## src/hw/pos_status_pkg.sv

```systemverilog
// constants and types for the positioning status flags block
package pos_status_pkg;
	localparam int POS_W = 32;
	localparam int VEL_W = 24;
	localparam int GAIN_W = 16;
	localparam int GAIN_FRAC = 8;
	localparam logic RST_FLAG = 1'b0;
	localparam logic RST_CAM_OUT = 1'b1;
	typedef enum logic [1:0] {
		MODE_BLOCKS = 2'b00,
		MODE_DIRECT = 2'b01,
		MODE_JOG = 2'b10,
		MODE_REFAPP = 2'b11
	} op_mode_t;
	typedef enum logic [1:0] {
		CAM_OFF = 2'b00,
		CAM_MINUS = 2'b01,
		CAM_PLUS = 2'b10
	} cam_dir_t;
endpackage : pos_status_pkg

```

## src/hw/positioning_status_flags.sv

```systemverilog
// status flags of a basic positioner
// How it works
// - stop cam flag sets on reaching cam, clears leaving opposite to approach
// - standstill flag when absolute speed at or below threshold
// - direction and acceleration flags only while jog, homing or task active
// - cam output one is 0 beyond position one, else 1
// - cam output two is 0 beyond position two, else 1
// - direct outputs set and reset by task commands
// - following error ok when inside window around velocity times gain
// - target reached sets inside positioning window, clears on leaving
// - target reached not set while command active or setpoint moving
// - target reached held while setpoint static input is 1
// - referenced sets on completion, clears on loss or homing start
// - in block mode acknowledge follows activate task input
// - in direct mode with edge acceptance acknowledge follows transfer edge
// - override-scaled velocity clamped to maximum with limiting flag
// - setpoint static flag when setpoint velocity is zero
// - command active flag follows motion in progress input each cycle, so it drops at an intermediate stop
`timescale 1ns/1ps
module positioning_status_flags #(
	parameter int POS_W = pos_status_pkg::POS_W,
	parameter int VEL_W = pos_status_pkg::VEL_W,
	parameter int GAIN_W = pos_status_pkg::GAIN_W
) (
	// clock and reset
	input wire logic sys_clk,
	input wire logic rst,
	// controller cycle
	input wire logic cycleStrobe,
	// measured values
	input wire logic signed [POS_W-1:0] actualPosition,
	input wire logic signed [VEL_W-1:0] actualSpeed,
	input wire logic signed [POS_W-1:0] followingError,
	input wire logic signed [POS_W-1:0] targetPosition,
	// setpoint generator
	input wire logic signed [VEL_W-1:0] setpointVelocity,
	input wire logic [7:0] velocityOverridePct,
	input wire logic motionAccelerating,
	input wire logic motionDecelerating,
	input wire logic motionInProgress,
	// configuration
	input wire logic signed [POS_W-1:0] stop_cam_minus_position,
	input wire logic signed [POS_W-1:0] stop_cam_plus_position,
	input wire logic [VEL_W-1:0] standstill_speed_threshold,
	input wire logic signed [POS_W-1:0] cam_switch_position_one,
	input wire logic signed [POS_W-1:0] cam_switch_position_two,
	input wire logic [POS_W-1:0] dynamic_following_window,
	input wire logic [POS_W-1:0] positioning_window,
	input wire logic [VEL_W-1:0] maximum_velocity,
	input wire logic [GAIN_W-1:0] gainFactor,
	// mode and control
	input wire pos_status_pkg::op_mode_t opMode,
	input wire logic taskActive,
	input wire logic command_active_input,
	input wire logic setpoint_static_input,
	input wire logic activate_task_input,
	input wire logic setpoint_transfer_edge_input,
	input wire logic acceptance_method_input,
	input wire logic setOutputOne,
	input wire logic resetOutputOne,
	input wire logic setOutputTwo,
	input wire logic resetOutputTwo,
	input wire logic referencingDone,
	input wire logic referenceLost,
	// flags
	output logic stop_cam_minus_flag,
	output logic stop_cam_plus_flag,
	output logic moving_forward_flag,
	output logic moving_backward_flag,
	output logic accelerating_flag,
	output logic decelerating_flag,
	output logic standstill_flag,
	output logic cam_switch_out_one,
	output logic cam_switch_out_two,
	output logic direct_output_one,
	output logic direct_output_two,
	output logic following_error_ok_flag,
	output logic target_reached_flag,
	output logic referenced_flag,
	output logic task_acknowledge_flag,
	output logic velocity_limiting_flag,
	output logic signed [VEL_W-1:0] limitedVelocity,
	output logic setpoint_static_flag,
	output logic command_active_flag
);
	import pos_status_pkg::*;

	typedef struct packed {
		logic fwd;
		logic bwd;
		logic acc;
		logic dec;
		logic still;
		logic camOne;
		logic camTwo;
		logic outOne;
		logic outTwo;
		logic ferrOk;
		logic target;
		logic refd;
		logic ack;
		logic vlim;
		logic signed [VEL_W-1:0] vel;
		logic spStatic;
		logic cmdActive;
	} flags_t;

	flags_t st_r;
	flags_t st_nxt;

	function automatic logic [POS_W:0] absDiff(input logic signed [POS_W-1:0] a,
			input logic signed [POS_W-1:0] b);
		logic signed [POS_W:0] d;
		d = {a[POS_W-1], a} - {b[POS_W-1], b};
		absDiff = d[POS_W] ? (POS_W+1)'(-d) : (POS_W+1)'(d);
	endfunction : absDiff

	localparam int PROD_W = VEL_W + GAIN_W + 1;
	localparam int SCL_W = VEL_W + 9;
	logic [VEL_W-1:0] absSpeed;
	logic signed [PROD_W-1:0] expectProd;
	logic signed [POS_W-1:0] expectErr;
	logic signed [SCL_W-1:0] scaledVel;
	logic [SCL_W-1:0] scaledMag;
	logic signed [SCL_W-1:0] maxVelS;
	logic inWindow;
	logic motionMode;

	always_comb begin
		st_nxt = st_r;
		absSpeed = actualSpeed[VEL_W-1] ? VEL_W'(-actualSpeed) : VEL_W'(actualSpeed);
		// widen before the product so large speeds times gain do not wrap
		expectProd = PROD_W'(setpointVelocity) * PROD_W'($signed({1'b0, gainFactor}));
		expectErr = POS_W'(expectProd >>> GAIN_FRAC);
		scaledVel = SCL_W'((SCL_W'(setpointVelocity) * $signed({1'b0, velocityOverridePct})) / 100);
		scaledMag = scaledVel[SCL_W-1] ? SCL_W'(-scaledVel) : SCL_W'(scaledVel);
		maxVelS = $signed(SCL_W'(maximum_velocity));
		inWindow = absDiff(actualPosition, targetPosition) <= {1'b0, positioning_window};
		motionMode = (opMode == MODE_JOG) || (opMode == MODE_REFAPP) || taskActive;
		if (cycleStrobe) begin
			st_nxt.still = absSpeed <= standstill_speed_threshold;
			st_nxt.fwd = motionMode && actualSpeed > 0;
			st_nxt.bwd = motionMode && actualSpeed < 0;
			st_nxt.acc = motionMode && motionAccelerating;
			st_nxt.dec = motionMode && motionDecelerating;
			st_nxt.camOne = !(actualPosition > cam_switch_position_one);
			st_nxt.camTwo = !(actualPosition > cam_switch_position_two);
			if (setOutputOne) begin
				st_nxt.outOne = 1'b1;
			end else if (resetOutputOne) begin
				st_nxt.outOne = 1'b0;
			end
			if (setOutputTwo) begin
				st_nxt.outTwo = 1'b1;
			end else if (resetOutputTwo) begin
				st_nxt.outTwo = 1'b0;
			end
			st_nxt.ferrOk = absDiff(followingError, expectErr) <= {1'b0, dynamic_following_window};
			if (!inWindow) begin
				st_nxt.target = 1'b0;
			end else if (st_r.target && setpoint_static_input) begin
				st_nxt.target = 1'b1;
			end else if (!command_active_input && setpoint_static_input) begin
				st_nxt.target = 1'b1;
			end else begin
				st_nxt.target = 1'b0;
			end
			// completion wins over loss in the same cycle
			if (referencingDone) begin
				st_nxt.refd = 1'b1;
			end else if (referenceLost || (opMode == MODE_REFAPP && !st_r.cmdActive
					&& motionInProgress)) begin
				st_nxt.refd = 1'b0;
			end
			if (opMode == MODE_BLOCKS) begin
				st_nxt.ack = activate_task_input;
			end else if (opMode == MODE_DIRECT && !acceptance_method_input) begin
				st_nxt.ack = setpoint_transfer_edge_input;
			end
			if (scaledMag > SCL_W'(maximum_velocity)) begin
				st_nxt.vlim = 1'b1;
				st_nxt.vel = scaledVel[SCL_W-1] ? VEL_W'(-maxVelS) : VEL_W'(maxVelS);
			end else begin
				st_nxt.vlim = 1'b0;
				st_nxt.vel = VEL_W'(scaledVel);
			end
			st_nxt.spStatic = setpointVelocity == 0;
			st_nxt.cmdActive = motionInProgress;
		end
	end

	always_ff @(posedge sys_clk) begin
		if (rst) begin
			st_r <= '0;
			st_r.camOne <= RST_CAM_OUT;
			st_r.camTwo <= RST_CAM_OUT;
		end else begin
			st_r <= st_nxt;
		end
	end

	stop_cam_tracker #(
		.POS_W(POS_W)
	) u_cam_minus (
		.sys_clk(sys_clk),
		.rst(rst),
		.cycleStrobe(cycleStrobe),
		.actualPosition(actualPosition),
		.camPosition(stop_cam_minus_position),
		.camIsPlus(1'b0),
		.camFlag(stop_cam_minus_flag)
	);
	stop_cam_tracker #(
		.POS_W(POS_W)
	) u_cam_plus (
		.sys_clk(sys_clk),
		.rst(rst),
		.cycleStrobe(cycleStrobe),
		.actualPosition(actualPosition),
		.camPosition(stop_cam_plus_position),
		.camIsPlus(1'b1),
		.camFlag(stop_cam_plus_flag)
	);

	assign moving_forward_flag = st_r.fwd;
	assign moving_backward_flag = st_r.bwd;
	assign accelerating_flag = st_r.acc;
	assign decelerating_flag = st_r.dec;
	assign standstill_flag = st_r.still;
	assign cam_switch_out_one = st_r.camOne;
	assign cam_switch_out_two = st_r.camTwo;
	assign direct_output_one = st_r.outOne;
	assign direct_output_two = st_r.outTwo;
	assign following_error_ok_flag = st_r.ferrOk;
	assign target_reached_flag = st_r.target;
	assign referenced_flag = st_r.refd;
	assign task_acknowledge_flag = st_r.ack;
	assign velocity_limiting_flag = st_r.vlim;
	assign limitedVelocity = st_r.vel;
	assign setpoint_static_flag = st_r.spStatic;
	assign command_active_flag = st_r.cmdActive;
endmodule : positioning_status_flags

```

## src/hw/stop_cam_tracker.sv

```systemverilog
// one stop cam flag with approach direction memory
`timescale 1ns/1ps
module stop_cam_tracker #(
	parameter int POS_W = 32
) (
	// clock and reset
	input wire logic sys_clk,
	input wire logic rst,
	// position and cam
	input wire logic cycleStrobe,
	input wire logic signed [POS_W-1:0] actualPosition,
	input wire logic signed [POS_W-1:0] camPosition,
	input wire logic camIsPlus,
	// flag
	output logic camFlag
);
	import pos_status_pkg::*;
	typedef struct packed {
		logic flag;
		cam_dir_t approach;
	} cam_state_t;
	cam_state_t st_r;
	cam_state_t st_nxt;
	logic beyond;
	logic fromBelow;
	always_comb begin
		st_nxt = st_r;
		beyond = camIsPlus ? (actualPosition >= camPosition) : (actualPosition <= camPosition);
		fromBelow = actualPosition >= camPosition;
		if (cycleStrobe) begin
			if (!st_r.flag && beyond) begin
				st_nxt.flag = 1'b1;
				st_nxt.approach = camIsPlus ? CAM_PLUS : CAM_MINUS;
			end else if (st_r.flag) begin
				// cleared only when backing out opposite to the approach
				if (st_r.approach == CAM_PLUS && actualPosition < camPosition) begin
					st_nxt.flag = 1'b0;
					st_nxt.approach = CAM_OFF;
				end else if (st_r.approach == CAM_MINUS && !fromBelow) begin
					st_nxt.flag = st_r.flag;
				end else if (st_r.approach == CAM_MINUS && actualPosition > camPosition) begin
					st_nxt.flag = 1'b0;
					st_nxt.approach = CAM_OFF;
				end
			end
		end
	end
	always_ff @(posedge sys_clk) begin
		if (rst) begin
			st_r <= '{flag: RST_FLAG, approach: CAM_OFF};
		end else begin
			st_r <= st_nxt;
		end
	end
	assign camFlag = st_r.flag;
endmodule : stop_cam_tracker
```

## config.mk

```make
export PLATFORM = sky130hd
export DESIGN_NAME = positioning_status_flags
export DESIGN_NICKNAME = d
export VERILOG_FILES = /design/src/hw/pos_status_pkg.sv /design/src/hw/positioning_status_flags.sv /design/src/hw/stop_cam_tracker.sv
export SDC_FILE = /design/constraint.sdc
export NUM_CORES = 2
export LEC_CHECK = 0
export ABC_AREA = 0
export BUFFER_PORTS_ARGS = -buffer_cell sky130_fd_sc_hd__buf_4
export CAP_MARGIN = 20
export CORE_UTILIZATION = 26
export CTS_CLUSTER_SIZE = 40
export DETAILED_ROUTE_END_ITERATION = 10
export GPL_TIMING_DRIVEN = 0
export HOLD_SLACK_MARGIN = 0.15
export PLACE_DENSITY = 0.44
export SKIP_LAST_GASP = 1
export SYNTH_ARGS = -nofsm -noshare
export SYNTH_HDL_FRONTEND = slang
export SYNTH_SLANG_ARGS = --single-unit
```

## constraint.sdc

```tcl
create_clock -name sys_clk -period 78.6 [get_ports sys_clk]
set_clock_uncertainty 0.1 [all_clocks]
set_input_delay 15.72 -clock sys_clk [delete_from_list [all_inputs] [get_ports sys_clk]]
set_output_delay 15.72 -clock sys_clk [all_outputs]
set_load 0.02 [all_outputs]
```

==> flow_metrics.py <==
metrics = {
    "placed_design": {
        "portBuffers": 468,
        "dp_hpwl_um": 132000,
        "gp_congestion": 0.923,
    },
    "yosys": {
        "synth_cell_types": 128,
        "synth_edf_count": 0,
        "yosys_warnings": 0,
        "yosys-top-cells-area": "fa_1, ha_1, inv_1, nand2_1, and2_1",
        "ys_ff_latch": 44,
        "ys_dominant_reg_cell": "dfxtp_1",
        "syn_nets": 6680,
        "syn_inst": 5259,
        "synth_area_mm2": 0.0410,
        "synthArstFlopShare_pct": 0,
        "yosys.area.top_type_share_pct": 25.5,
        "yosysTopAreaCell": "fa_1",
        "synthTopCellsByCount": "inv_1, nand2_1, fa_1",
        "seq_area_frac_synth_pct": 2.15,
        "avgSynthCellArea_um2": 7.79,
        "yosysMostFrequentCell": "inv_1",
    },
    "global_route": {
        "grt_usage_pct": 18.5,
        "grt_pass1_wl_um": 230000,
        "grt_start_max_net_pins": 15,
        "grt_overflow": 0,
        "antenna_found_initial": 12,
        "grt_pass1_vias": 38500,
    },
    "clocking": {
        "cts-resized-gates": 0,
        "clk_pin_slew_worst_paths_ns": 0.07,
        "cts_sinks": 44,
        "cts_tree": "done",
        "h-tree-depth": 2,
        "postCtsSetupBuffers": 0,
        "clock_tree.buffer_depth": 2,
        "postCtsHoldBufs": 0,
        "cts_inserted_buffers": 5,
        "root_buffer": "clkbuf_16",
        "clk_latency_ns": 0.30,
    },
    "status": {
        "status": "complete, no violations",
    },
    "routing": {
        "drt-initial-drc-count": 2201,
        "vias": 38500,
        "vias_per_cell": 4.93,
        "drc": 0,
        "post_drt_wl_per_cell_um": 19.2,
        "postRouteAntennaNets": 0,
        "first_pass_iters": 6,
        "wl_um": 150000,
    },
    "floorplanning": {
        "initial_utilization_pct": 26.2,
        "core_region_area_mm2": 0.156,
        "fp.dieW_um": 399,
        "dieArea_mm2": 0.159,
        "dieHeight_um": 399,
        "pin_count": 470,
        "rows": 145,
    },
    "hold_path": {
        "hold_path_class": "register to register",
    },
    "final_layout": {
        "nNetsFinal": 7160,
        "largest_reg_flops": 24,
        "area_growth_pct": 15.5,
        "drive_above_1_share_pct": 11.4,
        "fillCellCount": 17100,
    },
    "setup_path": {
        "crit_arrival_ns": 45.75,
        "critPathRequiredTime_ns": 78.66,
        "worst_setup_path_start_kind": "input port",
        "cp_slowest_cell": "a2111oi_1",
        "path_max_fanout": 10,
        "cp_common_cell": "a21oi_1",
        "crit_path_max_incr_delay_ns": 0.78,
        "path_class": "input port to register",
        "crit_path_end_kind": "register",
    },
    "timing": {
        "fin_crit_ns": 45.68,
        "rsz0062_at_grt": "no",
        "relSlewSlack_pct": 27.3,
        "max_freq_mhz": 21.9,
        "finalHoldViolCount": 0,
        "worst_pin_slew_ns": 1.08,
        "fin_crit_sh_pct": 58.1,
        "slew_violations": 0,
        "setup-tns-final_ns": 0,
        "final-setup-viol-count": 0,
    },
    "flow_run": {
        "maxCapViolCount": 0,
    },
}
worst max-delay path: cells and delay by family:
kind                     cells  cell delay [ns]
adder cells (fa/ha/maj)      7             2.86
XOR/XNOR                     3             0.60
AND/OR/NAND/NOR             24             4.99
multiplexers                 3             1.51
buffers and inverters       14             2.95
AO/OA/AOI/OAI               53            17.02
cell type report:
type	count	area [um^2]	area share (%)
inverter	924	3470	7.33
clock inverter	2	38.8	0.0820
tap	2058	2570	5.45
sequential	44	881	1.86
multi-input combinational	4117	35900	76.0
antenna	8	20.0	0.0423
timing repair buffer	473	3550	7.52
buffer	174	691	1.46
clock buffer	6	139	0.294
logic make-up after synthesis:
kind of cell | count (synthesis) | synth area share (%)
simple gates | 1635 | 20.7
compound gates | 1126 | 19.0
buf+inv | 1098 | 10.2
fa+ha+maj | 997 | 40.0
xor+xnor | 311 | 6.74
mux | 48 | 1.27
flops | 44 | 2.15
worst paths after layout:
kind | startpoint | to | slack (ns) | depth (start not counted)
setup / recovery | setpointVelocity[9] | limitedVelocity[12] | 32.92 | 104
hold / removal | moving_forward_flag | moving_forward_flag | 0.36 | 2
setup reg to reg | command_active_flag | referenced_flag | 77.50 | 4
hold reg to reg | moving_forward_flag | moving_forward_flag | 0.36 | 2
cell usage in the layout (no fill, tap or decap), types with 33 or more instances in the layout:
master / instances
inv_1: 920
dfxtp_1: 44
nand4_1: 76
nand2_1: 531
nand2b_1: 70
nor2_1: 197
nor2b_1: 70
ha_1: 471
or2_2: 42
o211ai_1: 38
a21oi_1: 277
o21ai_0: 174
o31ai_1: 33
xnor2_1: 194
nand3_1: 70
o21a_1: 46
nor3_1: 89
and2_1: 286
or3_1: 42
a31oi_1: 66
buf_4: 477
a21o_1: 113
o21ai_1: 43
o21bai_1: 36
fa_1: 522
xor2_1: 112
clkbuf_1: 147
per-stage QoR:
| stage | std cells | area (um^2) | hold WS (ns) | worst slack (ns) | utilization (%) |
|---|---|---|---|---|---|
| after floorplan | 5259 | 41000 | 0.378 | 38.72 | - |
| after global placement | 7785 | 47000 | 0.349 | 32.80 | 30.1 |
| after detailed placement | 7789 | 47100 | 0.353 | 32.81 | 30.1 |
| after CTS | 7797 | 47300 | 0.365 | 33.05 | 30.3 |
| after global routing | 7803 | 47300 | 0.382 | 30.49 | 30.3 |
| final | 7806 | 47300 | 0.364 | 32.92 | 30.3 |
per-layer routing:
metal  up-vias  track usage, %  part of all wire, %
met5         -               0                0.011
met2       937            31.3                   47
met1     18900            25.9                   47
met3        94            1.13                  4.2
met4         2            3.17                  1.7
li1      18600               -                    -
Power is left out: the tool's default activity adds up to more than one toggle a clock period on the data nets, which glitch-free logic cannot reach.
